$ cat src/vds_cfg.svh
// Register offsets, field positions and reset values for the video decoder status bank
`ifndef VDS_CFG_SVH
`define VDS_CFG_SVH

// Sub addresses of the bank
`define VDS_ADDR_REQUEST 8'h0A
`define VDS_ADDR_STATUS 8'h10
`define VDS_ADDR_CP_STATUS 8'h11
`define VDS_ADDR_CAP_LO 8'h12
`define VDS_ADDR_CAP_HI 8'h13
`define VDS_ADDR_EXT_LO 8'h14
`define VDS_ADDR_EXT_HI 8'h15
`define VDS_ADDR_LID_FIRST 8'h16
`define VDS_ADDR_LID_SECOND 8'h17
`define VDS_ADDR_CHIP_ID 8'h18

// Request register fields
`define VDS_REQ_BITS 3
`define VDS_REQ_LINE_ID_BIT 2

// Status register fields
`define VDS_ST_CAP_PRESENT_BIT 5
`define VDS_ST_EXT_PRESENT_BIT 6
`define VDS_ST_LID_PRESENT_BIT 7

// Word widths and reset values
`define VDS_CAP_WIDTH 16
`define VDS_LID_WIDTH 14
`define VDS_WORD_RESET 16'h0000
`define VDS_BYTE_RESET 8'h00

`endif

$ cat src/vds_pkg.sv
// Types shared by the video decoder status bank
package vds_pkg;

    // Copy-protection detector outputs, msb first as laid out in the status byte
    typedef struct packed {
        logic pseudo_sync_found;
        logic gain_pulse_found;
        logic porch_pulse_found;
        logic sync_reduction_found;
        logic stripe_variant;
        logic stripe_process_found;
        logic prot_gain_process_found;
    } vds_cp_flags_t;

    // One access on the sub-address port
    typedef struct packed {
        logic rd;
        logic wr;
        logic [7:0] addr;
        logic [7:0] wdata;
    } vds_reg_req_t;

    // Read answer
    typedef struct packed {
        logic valid;
        logic [7:0] data;
    } vds_reg_rsp_t;

    // Decoded word delivered by a decoder
    typedef struct packed {
        logic load;
        logic [15:0] word;
    } vds_word_in_t;

endpackage

$ cat src/vds_status_regs.sv
// Status and decoded-data register bank of the video decoder
`timescale 1ns/100ps
`default_nettype none
`include "vds_cfg.svh"

// Notes on behaviour
// - Status bit 0 reads 1 while the protection gain process is detected.
// - Status bit 1 reads 1 while a colour stripe process is detected.
// - Status bit 2 gives the stripe variant: 0 type two, 1 type three.
// - Status bit 3 reads 1 when sync amplitude reduction is detected.
// - Status bit 4 reads 1 when an end-of-field porch pulse is detected.
// - Status bit 5 reads 1 when an inserted gain pulse is detected.
// - Status bit 6 reads 1 on pseudo sync pulses; bit 7 reads zero.
// - Caption word low byte at 0x12, high byte at 0x13, read only.
// - Extended caption word low byte at 0x14, high byte at 0x15.
// - Line id bits 1..6 in 0x16 bits 5..0, bits 7..14 in 0x17.
// - Widescreen bits 13..8 go to the first byte, 7..0 to the second.
// - Identifier at 0x18: part code in bits 5..0, revision in 7..6.
// - Present flags set when decoded data of that kind is held.
// - Writing 1 to any request bit clears the three present flags, except a flag whose word loads in that same cycle.
module vds_status_regs
    import vds_pkg::*;
#(
    parameter logic [5:0] PART_CODE = 6'h15, // Arbitrary value
    parameter logic [1:0] REVISION_CODE = 2'h1 // Arbitrary value
) (
    input wire logic mclk,
    input wire logic rst,
    input wire vds_pkg::vds_reg_req_t reg_req,
    output vds_pkg::vds_reg_rsp_t reg_rsp,
    input wire vds_pkg::vds_cp_flags_t cp_flags,
    input wire logic [4:0] front_status,
    input wire vds_pkg::vds_word_in_t caption_in,
    input wire vds_pkg::vds_word_in_t ext_caption_in,
    input wire vds_pkg::vds_word_in_t line_id_in,
    output logic [`VDS_REQ_BITS-1:0] decode_request_r,
    output logic line_id_decode_request
);
    import vds_pkg::*;

    logic [15:0] cap_word;
    logic [15:0] ext_word;
    logic [`VDS_LID_WIDTH-1:0] lid_word;
    logic cap_present;
    logic ext_present;
    logic lid_present;
    logic req_hit;
    logic present_clear;
    vds_cp_flags_t cp_r;
    logic [7:0] rd_data_nxt;
    logic [7:0] rd_data_r;
    logic rd_valid_r;

    // Splits a line-id or widescreen word into its two register bytes
    function automatic logic [7:0] lid_byte(input logic [`VDS_LID_WIDTH-1:0] w, input logic second);
        logic [7:0] b;
        b = 8'h00;
        if (second) begin
            b = w[7:0];
        end else begin
            b = {2'b00, w[13:8]};
        end
        return b;
    endfunction

    // Write that carries a 1 into the request register
    function automatic logic is_req_write(input vds_reg_req_t r);
        return r.wr && (r.addr == `VDS_ADDR_REQUEST) && (|r.wdata[`VDS_REQ_BITS-1:0]);
    endfunction

    assign req_hit = is_req_write(reg_req);
    assign present_clear = req_hit;

    // Caption, extended caption and line-id holders share one module
    vds_word_hold #(.W(`VDS_CAP_WIDTH)) u_caption (
        .mclk(mclk),
        .rst(rst),
        .load(caption_in.load),
        .word(caption_in.word),
        .clear(present_clear),
        .word_r(cap_word),
        .present_r(cap_present)
    );

    vds_word_hold #(.W(`VDS_CAP_WIDTH)) u_ext_caption (
        .mclk(mclk),
        .rst(rst),
        .load(ext_caption_in.load),
        .word(ext_caption_in.word),
        .clear(present_clear),
        .word_r(ext_word),
        .present_r(ext_present)
    );

    vds_word_hold #(.W(`VDS_LID_WIDTH)) u_line_id (
        .mclk(mclk),
        .rst(rst),
        .load(line_id_in.load),
        .word(line_id_in.word[`VDS_LID_WIDTH-1:0]),
        .clear(present_clear),
        .word_r(lid_word),
        .present_r(lid_present)
    );

    // Detector levels are registered so a read sees one consistent byte
    always_ff @(posedge mclk or posedge rst) begin
        if (rst) begin
            cp_r <= '0;
        end else begin
            cp_r <= cp_flags;
        end
    end

    // Request bits are one-cycle pulses to the decoders; they never read back
    always_ff @(posedge mclk or posedge rst) begin
        if (rst) begin
            decode_request_r <= '0;
        end else if (reg_req.wr && reg_req.addr == `VDS_ADDR_REQUEST) begin
            decode_request_r <= reg_req.wdata[`VDS_REQ_BITS-1:0];
        end else begin
            decode_request_r <= '0;
        end
    end

    assign line_id_decode_request = decode_request_r[`VDS_REQ_LINE_ID_BIT];

    // Read mux; unmapped and write-only addresses read zero
    always_comb begin
        rd_data_nxt = `VDS_BYTE_RESET;
        unique case (reg_req.addr)
            `VDS_ADDR_STATUS: begin
                rd_data_nxt = {lid_present, ext_present, cap_present, front_status};
            end
            `VDS_ADDR_CP_STATUS: begin
                rd_data_nxt = {1'b0, cp_r};
            end
            `VDS_ADDR_CAP_LO: begin
                rd_data_nxt = cap_word[7:0];
            end
            `VDS_ADDR_CAP_HI: begin
                rd_data_nxt = cap_word[15:8];
            end
            `VDS_ADDR_EXT_LO: begin
                rd_data_nxt = ext_word[7:0];
            end
            `VDS_ADDR_EXT_HI: begin
                rd_data_nxt = ext_word[15:8];
            end
            `VDS_ADDR_LID_FIRST: begin
                rd_data_nxt = lid_byte(lid_word, 1'b0);
            end
            `VDS_ADDR_LID_SECOND: begin
                rd_data_nxt = lid_byte(lid_word, 1'b1);
            end
            `VDS_ADDR_CHIP_ID: begin
                rd_data_nxt = {REVISION_CODE, PART_CODE};
            end
            default: begin
                rd_data_nxt = `VDS_BYTE_RESET;
            end
        endcase
    end

    // Read data is captured one cycle after the strobe; writes never reach this path
    always_ff @(posedge mclk or posedge rst) begin
        if (rst) begin
            rd_data_r <= `VDS_BYTE_RESET;
        end else if (reg_req.rd) begin
            rd_data_r <= rd_data_nxt;
        end
    end

    // Answer strobe
    always_ff @(posedge mclk or posedge rst) begin
        if (rst) begin
            rd_valid_r <= 1'b0;
        end else begin
            rd_valid_r <= reg_req.rd;
        end
    end

    assign reg_rsp.valid = rd_valid_r;
    assign reg_rsp.data = rd_data_r;

    // Checks on the bank
    logic rd_cp;
    logic rd_id;
    logic rd_st;
    assign rd_cp = reg_req.rd && reg_req.addr == `VDS_ADDR_CP_STATUS;
    assign rd_id = reg_req.rd && reg_req.addr == `VDS_ADDR_CHIP_ID;
    assign rd_st = reg_req.rd && reg_req.addr == `VDS_ADDR_STATUS;

    AST_CP_GAIN: assert property (@(posedge mclk) disable iff (rst)
        rd_cp |=> reg_rsp.valid && reg_rsp.data[0] == $past(cp_r.prot_gain_process_found))
        else $error("gain process bit wrong");
    AST_CP_STRIPE: assert property (@(posedge mclk) disable iff (rst)
        cp_flags.stripe_process_found ##1 rd_cp |=> reg_rsp.data[1])
        else $error("stripe process bit not reported");
    AST_CP_VARIANT: assert property (@(posedge mclk) disable iff (rst)
        rd_cp |=> reg_rsp.data[2] == $past(cp_r.stripe_variant))
        else $error("stripe variant bit wrong");
    AST_CP_SYNC: assert property (@(posedge mclk) disable iff (rst)
        !cp_flags.sync_reduction_found ##1 rd_cp |=> !reg_rsp.data[3])
        else $error("sync reduction bit wrong");
    AST_CP_PORCH: assert property (@(posedge mclk) disable iff (rst)
        rd_cp |=> reg_rsp.data[4] == $past(cp_r.porch_pulse_found))
        else $error("porch pulse bit wrong");
    AST_CP_PULSE: assert property (@(posedge mclk) disable iff (rst)
        rd_cp |=> reg_rsp.data[5] == $past(cp_r.gain_pulse_found))
        else $error("gain pulse bit wrong");
    AST_CP_PSEUDO: assert property (@(posedge mclk) disable iff (rst)
        rd_cp |=> reg_rsp.data[7:6] == {1'b0, $past(cp_r.pseudo_sync_found)})
        else $error("pseudo sync or reserved bit wrong");
    AST_CAP_LOW: assert property (@(posedge mclk) disable iff (rst)
        caption_in.load ##1 !caption_in.load
        ##1 (reg_req.rd && reg_req.addr == `VDS_ADDR_CAP_LO && !caption_in.load)
        |=> reg_rsp.data == $past(caption_in.word[7:0], 3))
        else $error("caption low byte wrong");
    AST_EXT_HIGH: assert property (@(posedge mclk) disable iff (rst)
        ext_caption_in.load ##1 !ext_caption_in.load
        ##1 (reg_req.rd && reg_req.addr == `VDS_ADDR_EXT_HI && !ext_caption_in.load)
        |=> reg_rsp.data == $past(ext_caption_in.word[15:8], 3))
        else $error("extended caption high byte wrong");
    AST_LID_FIRST: assert property (@(posedge mclk) disable iff (rst)
        line_id_in.load ##1 !line_id_in.load
        ##1 (reg_req.rd && reg_req.addr == `VDS_ADDR_LID_FIRST && !line_id_in.load)
        |=> reg_rsp.data == {2'b00, $past(line_id_in.word[13:8], 3)})
        else $error("line id first byte wrong");
    AST_CHIP_ID: assert property (@(posedge mclk) disable iff (rst)
        rd_id |=> reg_rsp.valid && reg_rsp.data == {REVISION_CODE, PART_CODE})
        else $error("identifier wrong");
    AST_PRESENT_SET: assert property (@(posedge mclk) disable iff (rst)
        caption_in.load ##1 !req_hit ##1 rd_st |=> reg_rsp.data[`VDS_ST_CAP_PRESENT_BIT])
        else $error("caption present not set");
    AST_REQ_CLEAR: assert property (@(posedge mclk) disable iff (rst)
        req_hit && !caption_in.load && !ext_caption_in.load && !line_id_in.load
        |=> !cap_present && !ext_present && !lid_present ##0 decode_request_r != '0)
        else $error("request did not clear present flags");
    AST_WRITE_IGNORED: assert property (@(posedge mclk) disable iff (rst)
        reg_req.wr && reg_req.addr == `VDS_ADDR_CAP_LO && !caption_in.load |=> $stable(cap_word))
        else $error("write altered caption word");

    COV_CAPTION_READ: cover property (@(posedge mclk) disable iff (rst)
        caption_in.load ##[1:4] (reg_req.rd && reg_req.addr == `VDS_ADDR_CAP_HI));
    COV_REQ_CLEAR: cover property (@(posedge mclk) disable iff (rst)
        lid_present ##1 req_hit ##1 !lid_present);
    COV_SET_BEATS_CLEAR: cover property (@(posedge mclk) disable iff (rst)
        req_hit && caption_in.load);
    COV_CP_READ: cover property (@(posedge mclk) disable iff (rst)
        rd_cp && cp_r.stripe_process_found);

endmodule

`default_nettype wire

$ cat src/vds_word_hold.sv
// Holds one decoded word and its data-present flag
`timescale 1ns/100ps
`default_nettype none

module vds_word_hold #(
    parameter int W = 16
) (
    input wire logic mclk,
    input wire logic rst,
    input wire logic load,
    input wire logic [W-1:0] word,
    input wire logic clear,
    output logic [W-1:0] word_r,
    output logic present_r
);

    generate
        if (W < 1 || W > 16) begin : g_bad_width
            $error("vds_word_hold: W must be 1 to 16");
        end
    endgenerate

    // Word is replaced only by a fresh decode
    always_ff @(posedge mclk or posedge rst) begin
        if (rst) begin
            word_r <= '0;
        end else if (load) begin
            word_r <= word;
        end
    end

    // A decode landing with a clear keeps the flag set, so no word goes unseen
    always_ff @(posedge mclk or posedge rst) begin
        if (rst) begin
            present_r <= 1'b0;
        end else if (load) begin
            present_r <= 1'b1;
        end else if (clear) begin
            present_r <= 1'b0;
        end
    end

endmodule

`default_nettype wire

$ cat config.mk
export PLATFORM = sky130hd
export DESIGN_NAME = vds_status_regs
export DESIGN_NICKNAME = d
export VERILOG_FILES = /design/src/vds_pkg.sv /design/src/vds_status_regs.sv /design/src/vds_word_hold.sv
export VERILOG_INCLUDE_DIRS = /design/src
export SDC_FILE = /design/constraint.sdc
export NUM_CORES = 1
export LEC_CHECK = 0
export BUFFER_PORTS_ARGS = -buffer_cell sky130_fd_sc_hd__clkbuf_2
export CAP_MARGIN = 10
export CORE_MARGIN = 4
export CORE_UTILIZATION = 52
export DETAILED_ROUTE_END_ITERATION = 12
export PLACE_DENSITY = 0.9
export REMOVE_ABC_BUFFERS = 1
export SLEW_MARGIN = 30
export SYNTH_ARGS = -nofsm -noshare
export SYNTH_HDL_FRONTEND = slang
export SYNTH_HIERARCHICAL = 1
export SYNTH_SLANG_ARGS = --single-unit
$ cat constraint.sdc
create_clock -name mclk -period 1.5 [get_ports mclk]
set_input_delay 0.15 -clock mclk [delete_from_list [all_inputs] [get_ports mclk]]
set_output_delay 0.15 -clock mclk [all_outputs]
set_load 0.02 [all_outputs]
---- After elaboration in Yosys (flattened, before gate mapping) ----
Index checks and enable logic that the tools add are counted.
storage, ports and cells
  memory bits (writable) .................. 0
  output and inout bits ................... 13
  ROM bits ................................ 0
  flip-flop bits (word level) ............. 68
  bits in latches ......................... 0
  memories ................................ 0
operators by class
  muxes and demuxes ....................... 6
  bitwise operators ....................... 0
  $add $sub $neg .......................... 0
  shift operators ......................... 0
  multiply operators ...................... 0
  equality and inequality tests ........... 10
  reductions and logical operators ........ 6
  divide/modulo/power cells ............... 0
  magnitude comparators ................... 0
operators by type and width
  kind                                                  count
  equality test 8 x 5 -> 1 bit (second input constant)  9
  one-hot mux 8 bit (9 select lines)                    1
  equality test 8 x 4 -> 1 bit (second input constant)  1
  nonzero test 2 bit                                    3
  2-to-1 mux 1 bit                                      4
  2-to-1 mux 3 bit                                      1
  OR reduction 3 bit                                    1
  logical AND 1 bit                                     2

---- Depth between registers and ports, before layout ----
  word-level depth ........................ 5
  depth in mapped cells ................... 7
  depth with buffers taken out ............ 6

---- Hierarchy ----
The synthesis kept the hierarchy.
by module, submodules not included
  module                         area an instance (um2)  cells an instance  instances
  vds_status_regs                1376.3                  133                1
  vds_word_hold (u_caption ...)  686.9                   38                 2
  vds_word_hold (u_line_id)      614.3                   34                 1

---- Least setup slack after synthesis ----
No wires, ideal clock.
  path type ............................... input to register
  from .................................... input port reg_req[15] (netlist bit)
  to ...................................... register u_caption.present_r
  arrival time ............................ 1.244 ns
  path slack .............................. 0.137 ns
  cell stages on the path ................. 6
  data required time ...................... 1.381 ns
  cell sequence ........................... nor2_1 > nand2_1 > nor4_2 > o31a_1 > inv_1 > a21o_2
between the ends
  word-level cells in the longest chain between the ends .. 4
ends and longest elaborated chain
  what                                    line                   text
  from (decl)                             vds_status_regs.sv:29  input wire vds_pkg::vds_reg_req_t reg_req,
  equality test 8 x 4 -> 1 bit (no line)  n/a
  logical AND 1 bit (2 in a row)          vds_status_regs.sv:68  return r.wr && (r.addr == `VDS_ADDR_REQUEST) && (|r.wdata[`VDS_REQ_BITS-1:0]);
  named net present_clear                 vds_status_regs.sv:48  logic present_clear;
  nonzero test 2 bit (no line)            n/a
  to (signal assigned)                    vds_word_hold.sv:35    present_r <= 1'b0;
  to (signal assigned)                    vds_word_hold.sv:37    present_r <= 1'b1;
  to (signal assigned)                    vds_word_hold.sv:39    present_r <= 1'b0;
  to (decl)                               vds_word_hold.sv:14    output logic present_r
The timed path passes the listed nets, and every way through them passes these cells.
A chain may end at the register's enable or synchronous reset.

---- Worst setup path in the final report ----
  from .................................... register u_line_id.word_r[6]
  to ...................................... register rd_data_r[6]
between the ends
  word-level cells in the longest chain between the ends .. 1
ends and longest elaborated chain
  what                                line                    text
  from (decl)                         vds_word_hold.sv:13     output logic [W-1:0] word_r,
  from (signal assigned)              vds_word_hold.sv:28     word_r <= word;
  one-hot mux 8 bit (9 select lines)  vds_status_regs.sv:130  unique case (reg_req.addr)
  to (signal assigned)                vds_status_regs.sv:167  rd_data_r <= `VDS_BYTE_RESET;
  to (signal assigned)                vds_status_regs.sv:169  rd_data_r <= rd_data_nxt;
  to (decl)                           vds_status_regs.sv:51   logic [7:0] rd_data_r;
No other way between the ends.

==> summary.txt <==
Outcome
  • Status: finished clean

Synthesis
  • Seq/Total Area, Yosys: 50.58%
  • Cell taking the most area after synthesis: dfrtp_1
  • Mapped cell area: 3364 um2
  • Flops & latches, synth: 68
  • Number of synthesized flops with an enable pin: 0
  • Synth warnings: 6
  • Mapped Cells: 243
  • Most used DFF post-synth: dfrtp_1
  • Synth top area share: 50.58%
  • Top post-synthesis cells by area: dfrtp_1 (51%), mux2_4 (12%), mux2_2 (6.7%)
  • Synth async-reset ratio: 100.0%
  • Netlist cell types: 42
  • Syn avg cell area: 13.85 um2

Route
  • Routed wire length: 7.555 mm
  • Avg WL per Cell: 17.57 um
  • DR vias: 2375
  • Via-to-Cell Ratio: 5.523
  • DR iter-0 viols: 60
  • Drt pass-1 iters: 4
  • Final ANT Viol Nets: 0
  • Post-route DRC: 0

STA
  • RSZ-0062 raised after global routing: false
  • Final worst slack: 144.0 ps
  • Setup_tns: 0 ps
  • Post-route clock skew: 4.276 ps
  • Relative slew slack: 50.74%
  • Final Hold Viols: 0
  • Hold_ws: 23.25 ps
  • Fin crit share: 90.40%
  • Fin crit period: 1356 ps
  • Setup Viol. Count Final: 0
  • Slew Limit Fails: 0
  • Max frequency: 737.4 MHz
  • Worst-Margin Slew: 738.1 ps

Floorplan
  • Die height: 88.44 um
  • Top Ports: 96
  • Core box area: 6314 um2
  • DIE AREA: 7821 um2
  • Die X: 88.44 um
  • Initial core utilization: 53.29%
  • Row count: 29

Placed design
  • Post-DP Area: 3841 um2
  • Final GP Congestion: 0.8865
  • PortBufs: 88
  • Pre-CTS setup slack: -55.82 ps
  • Hpwl dp: 5.764 mm

Clocking
  • Buffer count from post-CTS setup fixing: 0
  • Worst-path clk slew: 70 ps
  • Clk root buf: clkbuf_8
  • Hold buffer count at cts: 8
  • CTS Buf Count: 9
  • CTS tree: done
  • Post-CTS Resized: 0
  • CTS Sinks: 68
  • H-Tree Depth: 3
  • Worst-Skew Late Latency: 350 ps
  • Clock Path Buffers: 2

Setup path
  • Reg-to-reg critical path endpoint: rd_data_r[6]
  • Worst r2r path cells: 4
  • FF-to-FF Start: u_line_id/word_r[6]
  • WS Path Type: register to register
  • Critical Path Start Type: register
  • CP Capture Type: register
  • Reg-to-reg slack, setup: 140 ps
  • Worst EP required: 1780 ps
  • CP max FO: 2
  • Crit-path slowest cell: mux4_2
  • Critical path cell sequence: mux2i_1 -> mux4_2 -> o21a_1 -> o22ai_2
  • Arr. time, crit path: 1630 ps
  • Critical Path Max Stage Delay: 490 ps

Hold path
  • Hold Path End: u_line_id/word_r[11]
  • Worst hold path cell count: 2
  • Hold crit path type: primary input to register
  • Hold Crit Start: line_id_in[11]

Global route
  • Initial antenna violation count: 0
  • Largest net degree at the start of global routing: 20
  • GRT overflow: 0
  • Global-route usage over all layers: 21.57%
  • First-pass GRT wire length: 12.44 mm
  • Number of global-route vias before repair: 2553

Job
  • Maxcap violations: 0

Layout
  • Final net count: 431
  • Final Util: 64.68%
  • Commonest non-fill, non-tap cell in the layout: clkbuf_2
  • # fillers: 474
  • Share of layout cells above drive strength 1: 50.14%
  • Final design instance area without fill: 4084 um2
  • Syn-to-layout area delta: 21.38%
  • Most frequent cells in the layout: clkbuf_2 (88), dfrtp_1 (68), mux2_4 (27)
  • ANT cells: 0

Power
  • Pleak: 1.957 nW
  • Power density over cell area: 972.4 nW/um2
  • VDD IR-drop max: 0.5930 mV
sequential cells by signal, indices dropped and copies added (netlist names):
| register | cells |
|---|---|
| u_caption/word_r | 16 |
| u_ext_caption/word_r | 16 |
| u_line_id/word_r | 14 |
| rd_data_r | 8 |
| cp_r | 7 |
| decode_request_r | 3 |
| rd_valid_r | 1 |
| u_caption/present_r | 1 |
| u_ext_caption/present_r | 1 |
| u_line_id/present_r | 1 |
how the worst max path moves through the flow:
stage                              from                       to  slack [ps]  depth (start not counted)
detailed placement           reg_req[8]             rd_data_r[2]         -60                          5
global route        u_line_id/word_r[6]             rd_data_r[6]         110                          4
finish              u_line_id/word_r[6]             rd_data_r[6]         140                          4
global placement             reg_req[8]             rd_data_r[2]          20                          5
floorplan                   reg_req[15]  u_ext_caption/present_r         140                          6
CTS                 u_line_id/word_r[6]             rd_data_r[6]         140                          4
metrics by stage:
step | instances | total power, W
CTS | 430 | 0.003994
detailed placement | 406 | 0.002678
floorplan | 227 | 0.002385
global placement | 406 | 0.002649
global route | 430 | 0.004148
finish | 430 | 0.003971
where the power goes:
group          switching, W  internal [W]
combinational      0.000255      0.000350
sequential        0.0000815       0.00197
clock              0.000670      0.000643
total               0.00101       0.00296
cell usage after synthesis, types with 4 or more instances:
master	n
and3b_1	4
buf_4	4
buf_6	7
dfrtp_1	68
inv_1	14
mux2_2	20
mux2_4	27
mux2i_1	11
mux4_2	5
nand2_1	6
nand3_1	18
nor2_1	7
nor2b_1	4
cell families after synthesis:
logic type / Yosys count / share of synthesized area, %
multiplexers: 63 / 25.36
buffers and inverters: 30 / 6.843
AND/OR/NAND/NOR: 55 / 10.45
AO/OA/AOI/OAI: 27 / 6.769
flip-flops: 68 / 50.58
metal layers:
layer | wire [um] | global-route usage, % | vias to the layer above
met2 | 3799 | 35.08 | 86
met4 | 141 | 8.379 | 0
met1 | 3005 | 27.06 | 1187
li1 | - | - | 1088
met3 | 609 | 6.704 | 14
met5 | 0 | 0 | -
worst max-delay path, delay by kind of cell (launching register included):
kind | cells | cell delay, ps
multiplexers | 2 | 590
flip-flops | 1 | 390
AO/OA/AOI/OAI | 2 | 300
area by class of cell:
class	count	area, um2	share of cell area (%)
tap	77	96.34	2.359
timing repair buffer	110	638.1	15.62
inverter	14	52.55	1.287
clock buffer	14	152.6	3.738
clock inverter	2	10.01	0.2451
multi-input combinational	145	1433	35.08
sequential	68	1702	41.67
Power figures use the tool's default switching activity.
